$ cat src/mls_defs.vh
/*
 * sequencer constants: op codes, access sizes, states, buffer size.
 * assumes inclusion by bare name.
 */
`ifndef MLS_DEFS_VH
`define MLS_DEFS_VH

// ***********************************************
// operation codes on cmd_op
// ***********************************************
`define MLS_OP_LHBR   4'h0
`define MLS_OP_LWBR   4'h1
`define MLS_OP_STHBR  4'h2
`define MLS_OP_STWBR  4'h3
`define MLS_OP_LMW    4'h4
`define MLS_OP_STMW   4'h5
`define MLS_OP_LSI    4'h6
`define MLS_OP_LSX    4'h7
`define MLS_OP_STSI   4'h8
`define MLS_OP_STSX   4'h9

// ***********************************************
// memory access sizes on mem_size
// ***********************************************
`define MLS_SZ_BYTE   2'h0
`define MLS_SZ_HALF   2'h1
`define MLS_SZ_WORD   2'h2

// ***********************************************
// sequencer states
// ***********************************************
`define MLS_ST_IDLE   2'h0
`define MLS_ST_FETCH  2'h1
`define MLS_ST_ISSUE  2'h2
`define MLS_ST_DRAIN  2'h3

// ***********************************************
// counts and buffer geometry
// ***********************************************
`define MLS_REG_COUNT 6'h20
`define MLS_STR_MAX   7'h20
`define MLS_XER_CNT_W 7
`define MLS_FIFO_W    32
`define MLS_FIFO_D    16
`define MLS_FIFO_AW   4

`endif

$ cat src/mls_sequencer.v
/*
 * load/store sequencer: byte-reversed, multiple and string transfers,
 * with the load return buffer.
 * assumes a same-clock register file with combinational reads, and a
 * memory port returning one read beat per request, in order.
 */
`include "mls_defs.vh"
`default_nettype none

// ***********************************************
// load return buffer
// ***********************************************
module mls_fifo
#(
    parameter W  = `MLS_FIFO_W,
    parameter D  = `MLS_FIFO_D,
    parameter AW = `MLS_FIFO_AW
)
(
    input  wire          clk,       // core clock
    input  wire          reset_n,   // async reset, active low
    input  wire          in_valid,  // write side offers a word
    output wire          in_ready,  // buffer has room
    input  wire [W-1:0]  in_data,   // word written
    output wire          out_valid, // buffer holds a word
    input  wire          out_ready, // read side takes the word
    output wire [W-1:0]  out_data   // oldest word
);
    reg [W-1:0]  mem_reg [0:D-1];
    reg [AW-1:0] wr_ptr_reg;
    reg [AW-1:0] rd_ptr_reg;
    reg [AW:0]   count_reg;
    wire         push;
    wire         pop;

    assign in_ready  = (count_reg != D[AW:0]);
    assign out_valid = (count_reg != {(AW+1){1'b0}});
    assign out_data  = mem_reg[rd_ptr_reg];
    assign push      = in_valid && in_ready;
    assign pop       = out_valid && out_ready;

    always @(posedge clk)
    begin
        if (push)
            mem_reg[wr_ptr_reg] <= in_data;
    end

    always @(posedge clk or negedge reset_n)
    begin
        if (!reset_n)
        begin
            wr_ptr_reg <= {AW{1'b0}};
            rd_ptr_reg <= {AW{1'b0}};
            count_reg  <= {(AW+1){1'b0}};
        end
        else
        begin
            if (push)
                wr_ptr_reg <= wr_ptr_reg + 1'b1;
            if (pop)
                rd_ptr_reg <= rd_ptr_reg + 1'b1;
            if (push && !pop)
                count_reg <= count_reg + 1'b1;
            else if (pop && !push)
                count_reg <= count_reg - 1'b1;
        end
    end
endmodule // mls_fifo

// ***********************************************
// sequencer
// ***********************************************
module mls_sequencer
(
    input  wire        clk,                        // core clock, 20 MHz
    input  wire        reset_n,                    // async reset, active low
    input  wire        cmd_valid,                  // decode offers an operation
    output wire        cmd_ready,                  // sequencer idle, takes it
    input  wire [3:0]  cmd_op,                     // operation code
    input  wire [4:0]  target_reg_field,           // first data register
    input  wire [4:0]  base_reg_field,             // base register, 0 = zero
    input  wire [4:0]  index_reg_field,            // index register
    input  wire [4:0]  immediate_byte_count_field, // string count, 0 = 32
    input  wire [15:0] cmd_disp,                   // multiple-word displacement
    input  wire [31:0] fixed_point_exception_reg,  // count in low 7 bits
    output wire [4:0]  rf_raddr_a,                 // read port a address
    input  wire [31:0] rf_rdata_a,                 // read port a data
    output wire [4:0]  rf_raddr_b,                 // read port b address
    input  wire [31:0] rf_rdata_b,                 // read port b data
    output wire        rf_we,                      // register write valid
    input  wire        rf_wready,                  // register write taken
    output wire [4:0]  rf_waddr,                   // register write address
    output wire [31:0] rf_wdata,                   // register write data
    output wire        mem_valid,                  // memory request valid
    input  wire        mem_ready,                  // memory request taken
    output wire        mem_we,                     // request is a store
    output wire [1:0]  mem_size,                   // byte, half or word
    output wire [31:0] mem_addr,                   // byte address
    output wire [31:0] mem_wdata,                  // store data, low aligned
    input  wire        mem_rvalid,                 // read data valid
    output wire        mem_rready,                 // read data taken
    input  wire [31:0] mem_rdata,                  // read data, low aligned
    output wire        busy,                       // operation in progress
    output wire        done                        // operation finished pulse
);
    reg  [1:0]  state_reg;
    reg  [3:0]  op_reg;
    reg  [31:0] addr_reg;
    reg  [6:0]  cnt_reg;
    reg  [4:0]  sreg_reg;
    reg  [1:0]  sbidx_reg;
    reg  [31:0] wdata_reg;
    reg  [6:0]  rcv_left_reg;
    reg  [4:0]  wreg_reg;
    reg  [1:0]  wbidx_reg;
    reg  [31:0] acc_reg;
    reg         wr_valid_reg;
    reg  [4:0]  wr_addr_reg;
    reg  [31:0] wr_data_reg;
    reg         done_reg;

    reg  [31:0] ea;
    reg  [6:0]  count;
    reg         is_store;
    wire        is_str_op;
    wire        is_word_op;
    wire        accept;
    wire        issue_fire;
    wire [31:0] base_val;
    wire [4:0]  rd_shift;
    wire [7:0]  st_byte;
    wire        q_valid;
    wire        q_ready;
    wire [31:0] q_data;
    wire [4:0]  wr_shift;
    wire [31:0] acc_new;
    wire        str_flush;

    assign cmd_ready  = (state_reg == `MLS_ST_IDLE);
    assign accept     = cmd_valid && cmd_ready;
    assign busy       = !cmd_ready;
    assign done       = done_reg;
    assign issue_fire = (state_reg == `MLS_ST_ISSUE) && mem_ready;
    assign is_str_op  = (op_reg >= `MLS_OP_LSI);
    assign is_word_op = (op_reg == `MLS_OP_LWBR) || (op_reg == `MLS_OP_STWBR) ||
                        (op_reg == `MLS_OP_LMW) || (op_reg == `MLS_OP_STMW);

    assign rf_raddr_a = (state_reg == `MLS_ST_IDLE) ? base_reg_field : sreg_reg;
    assign rf_raddr_b = index_reg_field;
    assign base_val   = (base_reg_field == 5'h00) ? 32'h0 : rf_rdata_a;

    // ***********************************************
    // address and count at acceptance
    // ***********************************************
    always @*
    begin
        ea       = base_val;
        count    = 7'h01;
        is_store = 1'b0;
        case (cmd_op)
            `MLS_OP_LHBR, `MLS_OP_LWBR:
                ea = base_val + rf_rdata_b;
            `MLS_OP_STHBR, `MLS_OP_STWBR:
            begin
                ea       = base_val + rf_rdata_b;
                is_store = 1'b1;
            end
            `MLS_OP_LMW, `MLS_OP_STMW:
            begin
                ea       = base_val + {{16{cmd_disp[15]}}, cmd_disp};
                count    = {1'b0, `MLS_REG_COUNT - {1'b0, target_reg_field}};
                is_store = (cmd_op == `MLS_OP_STMW);
            end
            `MLS_OP_LSI, `MLS_OP_STSI:
            begin
                count    = (immediate_byte_count_field == 5'h00) ? `MLS_STR_MAX :
                           {2'b00, immediate_byte_count_field};
                is_store = (cmd_op == `MLS_OP_STSI);
            end
            `MLS_OP_LSX, `MLS_OP_STSX:
            begin
                ea       = base_val + rf_rdata_b;
                count    = fixed_point_exception_reg[`MLS_XER_CNT_W-1:0];
                is_store = (cmd_op == `MLS_OP_STSX);
            end
            default:
                count = 7'h00;
        endcase
    end

    // ***********************************************
    // request side
    // ***********************************************
    // store byte picked from msb downward
    assign rd_shift = {~sbidx_reg, 3'b000};
    assign st_byte  = rf_rdata_a[rd_shift +: 8];

    assign mem_valid = (state_reg == `MLS_ST_ISSUE);
    assign mem_we    = (op_reg == `MLS_OP_STHBR) || (op_reg == `MLS_OP_STWBR) ||
                       (op_reg == `MLS_OP_STMW) || (op_reg == `MLS_OP_STSI) ||
                       (op_reg == `MLS_OP_STSX);
    assign mem_size  = is_str_op ? `MLS_SZ_BYTE :
                       (is_word_op ? `MLS_SZ_WORD : `MLS_SZ_HALF);
    assign mem_addr  = addr_reg;
    assign mem_wdata = wdata_reg;

    always @(posedge clk or negedge reset_n)
    begin
        if (!reset_n)
        begin
            state_reg <= `MLS_ST_IDLE;
            op_reg    <= 4'h0;
            addr_reg  <= 32'h0;
            cnt_reg   <= 7'h00;
            sreg_reg  <= 5'h00;
            sbidx_reg <= 2'h0;
            wdata_reg <= 32'h0;
            done_reg  <= 1'b0;
        end
        else
        begin
            done_reg <= 1'b0;
            case (state_reg)
                `MLS_ST_IDLE:
                    if (accept)
                    begin
                        op_reg    <= cmd_op;
                        addr_reg  <= ea;
                        cnt_reg   <= count;
                        sreg_reg  <= target_reg_field;
                        sbidx_reg <= 2'h0;
                        if (count == 7'h00)
                            done_reg <= 1'b1;
                        else if (is_store)
                            state_reg <= `MLS_ST_FETCH;
                        else
                            state_reg <= `MLS_ST_ISSUE;
                    end
                `MLS_ST_FETCH:
                begin
                    case (op_reg)
                        `MLS_OP_STHBR:
                            wdata_reg <= {16'h0, rf_rdata_a[7:0], rf_rdata_a[15:8]};
                        `MLS_OP_STWBR:
                            wdata_reg <= {rf_rdata_a[7:0], rf_rdata_a[15:8],
                                          rf_rdata_a[23:16], rf_rdata_a[31:24]};
                        `MLS_OP_STMW:
                            wdata_reg <= rf_rdata_a;
                        default:
                            wdata_reg <= {24'h0, st_byte};
                    endcase
                    state_reg <= `MLS_ST_ISSUE;
                end
                `MLS_ST_ISSUE:
                    if (mem_ready)
                    begin
                        cnt_reg <= cnt_reg - 7'h01;
                        addr_reg <= addr_reg + (is_str_op ? 32'h1 :
                                                (is_word_op ? 32'h4 : 32'h2));
                        if (is_str_op)
                        begin
                            sbidx_reg <= sbidx_reg + 2'h1;
                            // next register, 31 wraps to 0
                            if (sbidx_reg == 2'h3)
                                sreg_reg <= sreg_reg + 5'h01;
                        end
                        else
                            sreg_reg <= sreg_reg + 5'h01;
                        if (cnt_reg == 7'h01)
                        begin
                            state_reg <= mem_we ? `MLS_ST_IDLE : `MLS_ST_DRAIN;
                            done_reg  <= mem_we;
                        end
                        else if (mem_we)
                            state_reg <= `MLS_ST_FETCH;
                    end
                `MLS_ST_DRAIN:
                    if (rcv_left_reg == 7'h00 && !wr_valid_reg)
                    begin
                        state_reg <= `MLS_ST_IDLE;
                        done_reg  <= 1'b1;
                    end
                default:
                    state_reg <= `MLS_ST_IDLE;
            endcase
        end
    end

    // ***********************************************
    // return side
    // ***********************************************
    // the buffer stalls memory when register writes back up
    mls_fifo
    #(
        .W  (`MLS_FIFO_W),
        .D  (`MLS_FIFO_D),
        .AW (`MLS_FIFO_AW)
    )
    u_fifo
    (
        .clk       (clk),
        .reset_n   (reset_n),
        .in_valid  (mem_rvalid),
        .in_ready  (mem_rready),
        .in_data   (mem_rdata),
        .out_valid (q_valid),
        .out_ready (q_ready),
        .out_data  (q_data)
    );

    assign q_ready   = !wr_valid_reg || rf_wready;
    assign wr_shift  = {~wbidx_reg, 3'b000};
    // bytes land from the msb down
    assign acc_new   = acc_reg | ({24'h0, q_data[7:0]} << wr_shift);
    assign str_flush = (wbidx_reg == 2'h3) || (rcv_left_reg == 7'h01);

    assign rf_we    = wr_valid_reg;
    assign rf_waddr = wr_addr_reg;
    assign rf_wdata = wr_data_reg;

    always @(posedge clk or negedge reset_n)
    begin
        if (!reset_n)
        begin
            rcv_left_reg <= 7'h00;
            wreg_reg     <= 5'h00;
            wbidx_reg    <= 2'h0;
            acc_reg      <= 32'h0;
            wr_valid_reg <= 1'b0;
            wr_addr_reg  <= 5'h00;
            wr_data_reg  <= 32'h0;
        end
        else
        begin
            if (wr_valid_reg && rf_wready)
                wr_valid_reg <= 1'b0;
            if (accept)
            begin
                rcv_left_reg <= is_store ? 7'h00 : count;
                wreg_reg     <= target_reg_field;
                wbidx_reg    <= 2'h0;
                acc_reg      <= 32'h0;
            end
            else if (q_valid && q_ready)
            begin
                rcv_left_reg <= rcv_left_reg - 7'h01;
                wr_addr_reg  <= wreg_reg;
                if (is_str_op)
                begin
                    wbidx_reg <= wbidx_reg + 2'h1;
                    if (str_flush)
                    begin
                        wr_valid_reg <= 1'b1;
                        wr_data_reg  <= acc_new;
                        acc_reg      <= 32'h0;
                        wreg_reg     <= wreg_reg + 5'h01;
                    end
                    else
                        acc_reg <= acc_new;
                end
                else
                begin
                    wr_valid_reg <= 1'b1;
                    wreg_reg     <= wreg_reg + 5'h01;
                    case (op_reg)
                        `MLS_OP_LHBR:
                            wr_data_reg <= {16'h0, q_data[7:0], q_data[15:8]};
                        `MLS_OP_LWBR:
                            wr_data_reg <= {q_data[7:0], q_data[15:8],
                                            q_data[23:16], q_data[31:24]};
                        default:
                            wr_data_reg <= q_data;
                    endcase
                end
            end
        end
    end
endmodule // mls_sequencer

`default_nettype wire

$ cat config.mk
export PLATFORM = sky130hd
export DESIGN_NAME = mls_sequencer
export DESIGN_NICKNAME = d
export VERILOG_FILES = /design/src/mls_sequencer.v
export VERILOG_INCLUDE_DIRS = /design/src
export SDC_FILE = /design/constraint.sdc
export NUM_CORES = 1
export LEC_CHECK = 0
export ABC_AREA = 1
export BUFFER_PORTS_ARGS = -buffer_cell sky130_fd_sc_hd__buf_4
export CAP_MARGIN = 40
export CORE_UTILIZATION = 58
export CTS_CLUSTER_SIZE = 14
export DETAILED_ROUTE_END_ITERATION = 8
export PLACE_DENSITY = 0.78
export SYNTH_ARGS = -nofsm -noshare
export SYNTH_HDL_FRONTEND = slang
export SYNTH_SLANG_ARGS = --single-unit
$ cat constraint.sdc
create_clock -name clk -period 3.8 [get_ports clk]
set_input_delay 0.76 -clock clk [delete_from_list [all_inputs] [get_ports clk]]
set_output_delay 0.76 -clock clk [all_outputs]
set_load 0.02 [all_outputs]
==> results of run 1 <==
-- final cells by class --
cell class              count  area [um2]  share of cell area (%)
inverters                 548        2060                    5.10
diodes                      1        2.50                 0.00620
clock inverters            44         558                    1.38
flip-flops and latches    694       19900                    49.4
clock buffers              83        1880                    4.67
well taps                 773         967                    2.40
multi-input cells        2443       12300                    30.6
repair buffers            319        2620                    6.50
-- logic make-up after synthesis --
family | count (synthesis) | synth area share, %
xor gates and xnor gates | 44 | 1.10
DFF | 694 | 56.7
and+or+nand+nor | 1596 | 19.2
adders and majority gates | 55 | 2.02
buffers and inverters | 742 | 8.63
AOI/OAI and AO/OA | 748 | 12.4
-- worst min-delay path by stage --
stage / from / end / cells after the start
finish: reset_n / rf_waddr[1] / 1
global route: reset_n / rf_waddr[1] / 1
CTS: reset_n / rf_waddr[2] / 1
detailed placement: rf_waddr[4] / rf_waddr[4] / 2
global placement: rf_waddr[3] / rf_waddr[3] / 2
floorplan: reset_n / acc_reg[0] / 0
-- stage by stage --
stage | instance area (um2) | util [%]
after floorplan | 35200 | -
after global placement | 37900 | 63.7
after detailed placement | 37900 | 63.8
after CTS | 40400 | 67.9
after global routing | 40400 | 67.9
final | 40400 | 67.9
-- where the power goes --
group	switching [mW]	internal [mW]	leakage [nW]
sequential	1.20	9.54	6.92
combinational	9.86	4.50	9.49
clock	2.97	4.32	1.18
total	14.0	18.4	17.6
-- per-layer routing --
metal  track usage [%]  share of wire (%)  up-vias
li1                  -                  -    13500
met5                 0              0.016        -
met4              16.8                5.3        2
met3              6.54                9.8      335
met2              53.4                 47     1534
met1              42.3                 38    13600
-- placed cells by master, fill, tap and decap left out, types with 8 or more instances in the layout --
cell type and count:
nand2_1 974, inv_1 525, edfxtp_1 512, nand3_1 380, buf_4 301, a21oi_1 253, o21ai_0 207, dfrtp_1 179
o211ai_1 146, nor2_1 124, clkbuf_16 73, ha_1 52, o21ai_1 39, a22oi_1 39, xor2_1 34, nor3_1 28
o22ai_1 24, nor2_4 21, nand4_1 20, clkinv_1 19, inv_2 17, nand2_2 16, buf_12 14, bufinv_16 11
xnor2_1 10, a31oi_1 9, clkinv_2 9, clkbuf_1 8
-- critical path, cell delays in order (launching register included) --
cell,delay (ns)
dfrtp_1,0.46
nor2_1,0.23
inv_1,0.06
nor2_1,0.28
inv_1,0.12
fa_1,0.47
inv_1,0.13
nand2_1,0.08
a21oi_1,0.26
nand3_1,0.23
nor2_1,0.22
nand2_1,0.11
xnor2_1,0.16
a21oi_1,0.08
a21oi_1,0.17
==> results.txt, run 1 <==
# setup viols final - 0
Hold Violations, Final - 0
period utilization - 82.5%
GRT Total Usage - 33.0%
Yosys reg bits - 694
I/O pins - 294
Placed Instances - 4777
hpwl dp - 67.3 mm
Crit Path Category - reg2reg
initial antenna violation count - 2
Syn Area/Cell - 9.07 um2
die height - 248 um
Max-Slew Margin vs Limit - 43.3%
post-CTS setup repair buffer count - 0
number of synthesized flops with an enable pin - 512
Worst Reg-to-Reg Cells - 14
largest net degree at the start of global routing - 109
DP Worst Slack - 0.175 ns
cell area after synthesis - 0.0352 mm2
drt drc - 0
final cell count without fillers - 4905
MaxCap Viol Count - 0
post-synthesis async set-or-reset flop share - 26.2%
Largest register FFs - 512
status - finished clean
Die Width - 248 um
most frequent cell after synthesis - nand2_1
Clock Pin Slew Worst Setup and Hold Paths - 0.06 ns
RSZ-0062 raised after global routing - false
setup slack after layout - 0.664 ns
gr ovfl total - 0
worst vdd ir - 0.528 mV
final hold slack - 0.172 ns
cts repair resizes - 0
Worst setup EP type - flop
Critical Path Sink - mem_addr[30]
path type of the worst min-delay path - in2async
final wirelength - 102 mm
synth cell count leaders - nand2_1 (974), inv_1 (526), edfxtp_1 (512)
proportion of layout cells with a drive suffix above 1 - 12.2%
FILL cells - 4567
YS warnings - 0
Vias - 28900
Startpoint Class - flop
vias in the first global route - 27000
CP arrival - 3.69 ns
Layout area overhead - 14.8%
worst reg2reg endpoint - mem_addr[30]
Yosys cell types - 54
Worst Max-Slew Pin Slew - 0.848 ns
DR iter-0 viols - 3327
ranking of synthesized cells by area - edfxtp_1 (44%), dfrtp_1 (13%), nand2_1 (10%)
post-synth top area share - 43.7%
worst-path fanout max - 6
total CTS buffers - 73
CP required - 4.36 ns
Seq/Total Area, Yosys - 56.7%
Setup Total Neg Slack - 0 ns
Critical Path Source - op_reg[0]
Die ar. - 0.0616 mm2
count of hold-fix buffers inserted at cts - 0
fmax - 319 MHz
Final Total Pwr - 32.4 mW
syn nets - 4108
leading area contributor after synthesis - edfxtp_1
Total Nets Final - 4308
static leakage - 17.6 nW
post-DR wirelength/cell - 20.9 um
core area - 0.0595 mm2
drt first pass iters - 9
first-pass GRT wire length - 154 mm
skew final - 0.0227 ns
CTS tree - built
Cells after Synth - 3879
H-tree depth - 3
Starting Density - 59.1%
antenna-violating nets left - 0
Avg Vias per Cell - 5.90
Worst R2R Setup Slack - 0.66 ns
post-route minimum period - 3.14 ns
Port-buffer cells - 258
clock sinks - 694
max-slew violation count - 0
r2r startpoint - op_reg[0]
Power Dens Cells - 803 mW/mm2
cell row count - 89
worst-skew pair later-pin latency - 0.63 ns
RD Place Congestion - 1.01
clk buf depth - 3
clock root buffer - clkbuf_16
ys flop type - edfxtp_1
Note: power is estimated with default switching activity, not from simulation.
==> inputs of run 2 (changes only) <==
--- a/config.mk
+++ b/config.mk
@@ -6,13 +6,13 @@
 export SDC_FILE = /design/constraint.sdc
 export NUM_CORES = 1
 export LEC_CHECK = 0
-export ABC_AREA = 1
+export ABC_AREA = 0
 export BUFFER_PORTS_ARGS = -buffer_cell sky130_fd_sc_hd__buf_4
 export CAP_MARGIN = 40
-export CORE_UTILIZATION = 58
+export CORE_UTILIZATION = 54
 export CTS_CLUSTER_SIZE = 14
 export DETAILED_ROUTE_END_ITERATION = 8
-export PLACE_DENSITY = 0.78
+export PLACE_DENSITY = 0.76
 export SYNTH_ARGS = -nofsm -noshare
 export SYNTH_HDL_FRONTEND = slang
 export SYNTH_SLANG_ARGS = --single-unit
==> constraint.sdc (replaced) <==
create_clock -name clk -period 2.8 [get_ports clk]
set_input_delay 0.56 -clock clk [delete_from_list [all_inputs] [get_ports clk]]
set_output_delay 0.56 -clock clk [all_outputs]
set_load 0.02 [all_outputs]
==> run 2 against run 1 <==
Effect of this change: critical path type is now in2reg; the flow now finishes with violations (negative setup slack); critical endpoint is now mem_addr[28]; die area shrank 2.3%; combinational power grew 33%; largest cell class unchanged; largest power group unchanged; non-clock buffer count grew 237; clock skew grew 0.0097 ns; design area grew 0.42%.
==> results.txt, run 2 <==
Core Util, Final - 69.7%
Die ar. - 0.0602 mm2
static leakage - 15.3 nW
# setup viols final - 14
post-route minimum period - 3.04 ns
DR iter-0 viols - 2606
Yosys cell types - 68
Sw Pwr - 16.4 mW
core area - 0.0581 mm2
Startpoint Class - input pin
Largest register FFs - 512
CP required - 3.30 ns
cell row count - 88
gr ovfl total - 0
ranking of synthesized cells by area - edfxtp_1 (48%), dfrtp_1 (14%), mux4_2 (12%)
post-DR wirelength/cell - 27.4 um
worst-skew pair later-pin latency - 0.64 ns
Power Dens Cells - 1070 mW/mm2
setup slack after layout - -0.241 ns
fin area - 0.0405 mm2
cell area after synthesis - 0.0320 mm2
most frequent cell after synthesis - edfxtp_1
Starting Density - 55.0%
clock root buffer - clkbuf_16
worst-path fanout max - 6
Syn Area/Cell - 14.0 um2
proportion of layout cells with a drive suffix above 1 - 36.4%
FILL cells - 3803
final wirelength - 98.3 mm
Sw Ratio - 38.1%
clock sinks - 694
Yosys reg bits - 694
CTS tree - built
YS warnings - 0
Die Width - 245 um
Final Total Pwr - 43.2 mW
first-pass GRT wire length - 144 mm
I/O pins - 294
number of synthesized flops with an enable pin - 512
MaxCap Viol Count - 0
antenna-violating nets left - 0
Clock Pin Slew Worst Setup and Hold Paths - 0.06 ns
RD Place Congestion - 0.947
total CTS buffers - 71
worst path bufs/invs - 5
fmax - 329 MHz
path type of the worst min-delay path - in2reg
Pint - 26.8 mW
vias in the first global route - 22900
worst vdd ir - 0.752 mV
DP Area - 0.0369 mm2
violated checks - negative setup slack
die height - 245 um
Clock power frac - 22.1%
CP arrival - 3.54 ns
Seq/Total Area, Yosys - 62.3%
H-tree depth - 3
Largest stage delay, worst path - 0.32 ns
Setup Total Neg Slack - -1.59 ns
syn nets - 2515
Cells after Synth - 2286
synth cell count leaders - edfxtp_1 (512), nand2_1 (242), a21oi_1 (191)
Port-buffer cells - 258
most frequent cells in the layout - edfxtp_1 (512), buf_4 (489), nand2_1 (226), dfrtp_1 (178), mux4_2 (168)
ys flop type - edfxtp_1
Crit Path Category - in2reg
Total Nets Final - 2996
clk buf depth - 3
post-synth top area share - 48.1%
Worst Max-Slew Pin Slew - 0.934 ns
period utilization - 109%
Worst setup EP type - flop
crit-path leading delay family - compound AO/OA/AOI/OAI gates
crit path cell chain - buf_12 > clkinv_8 > nor2_4 > buf_6 > a21oi_4 > and2_4 > buf_6 > buf_4 > a21o_1 > ha_4 > a21o_1 > a21oi_2 > o21bai_2 > a21oi_2 > nor2_1 > a311oi_2 > mux2i_1 > a221o_1
Flop pwr share - 33.6%
initial antenna violation count - 1
hpwl dp - 60.6 mm
leading area contributor after synthesis - edfxtp_1
Max-Slew Margin vs Limit - 37.7%
Layout area overhead - 26.8%
Avg Vias per Cell - 6.43
Vias - 23100
Antenna diodes - 0
status - finished, violations left
skew final - 0.0324 ns
drt first pass iters - 6
drt drc - 0
max-slew violation count - 0
Slowest-stage cell, CP - a21oi_4
largest net degree at the start of global routing - 69
Hold Violations, Final - 0
most common cell after layout, fill and taps aside - edfxtp_1
RSZ-0062 raised after global routing - true
post-synthesis async set-or-reset flop share - 26.2%
Comb pwr share - 44.3%
GRT Total Usage - 32.7%
[run 2: kinds of logic after synthesis]
kind of cell | count (synthesis) | synth area share (%)
DFF | 694 | 62.3
AOI/OAI and AO/OA | 548 | 10.7
and+or+nand+nor | 534 | 7.46
muxes | 218 | 13.4
buffers and inverters | 188 | 2.51
adders and majority gates | 55 | 2.22
xor gates and xnor gates | 49 | 1.34
[run 2: worst paths after layout]
kind,endpoint,startpoint,cells past startpoint,slack [ns]
setup reg to reg,mem_addr[31],op_reg[0],12,-0.09
setup / recovery,mem_addr[28],cmd_op[0],18,-0.24
hold / removal,wreg_reg[1],target_reg_field[1],3,0.21
max in group asynchronous,u_fifo.rd_ptr_reg[1],reset_n,3,1.38
hold reg to reg,mem_wdata[25],mem_wdata[25],2,0.48
min in group asynchronous,sreg_reg[2],reset_n,2,0.52
[run 2: layer usage]
metal / track usage, % / part of all wire [%] / wire, um / vias up
met4: 13.8 / 4.4 / 4340 / 2
li1: - / - / - / 9796
met1: 42.3 / 37 / 36500 / 11600
met3: 5.72 / 8.7 / 8590 / 277
met5: 0 / 0.017 / 17 / -
met2: 54.8 / 50 / 48800 / 1356
[run 2: per-stage QoR]
step,setup WS [ns],instances,hold slack [ns]
floorplan,-0.676,2286,0.264
global placement,-0.926,3407,0.474
detailed placement,-0.970,3408,0.472
CTS,-0.187,3560,0.185
global route,-0.351,3588,0.207
finish,-0.241,3588,0.210
[run 2: area by class of cell]
type | instances | area [um2] | share of cell area, %
multi-input cells | 1404 | 12300 | 30.4
clock inverters | 46 | 478 | 1.18
clock buffers | 83 | 1840 | 4.55
repair buffers | 556 | 4820 | 11.9
flip-flops and latches | 694 | 19900 | 49.2
inverters | 40 | 175 | 0.432
well taps | 765 | 957 | 2.36
[run 2: repair_timing]
action                     4_1_cts  5_1_grt
setup buffers                   27       30
gates resized for setup         96       98
hold buffers                     1        0
setup endpoints to repair       22       49
gates cloned                     1        1
pin swaps                       65       65
hold endpoints to repair        65        0
[run 2: worst min-delay path, cell delays in order]
cell and delay, ns:
buf_4 0.11, nand2_1 0.05, o21ai_0 0.06
[run 2: power by group through the flow]
stage | clock, mW | combinational [mW] | sequential, mW
floorplan | 0 | 10.8 | 14.7
global placement | 0 | 17.4 | 14.5
detailed placement | 0 | 17.8 | 14.6
CTS | 9.66 | 18.4 | 14.5
global route | 10.1 | 20.3 | 14.7
finish | 9.56 | 19.1 | 14.5
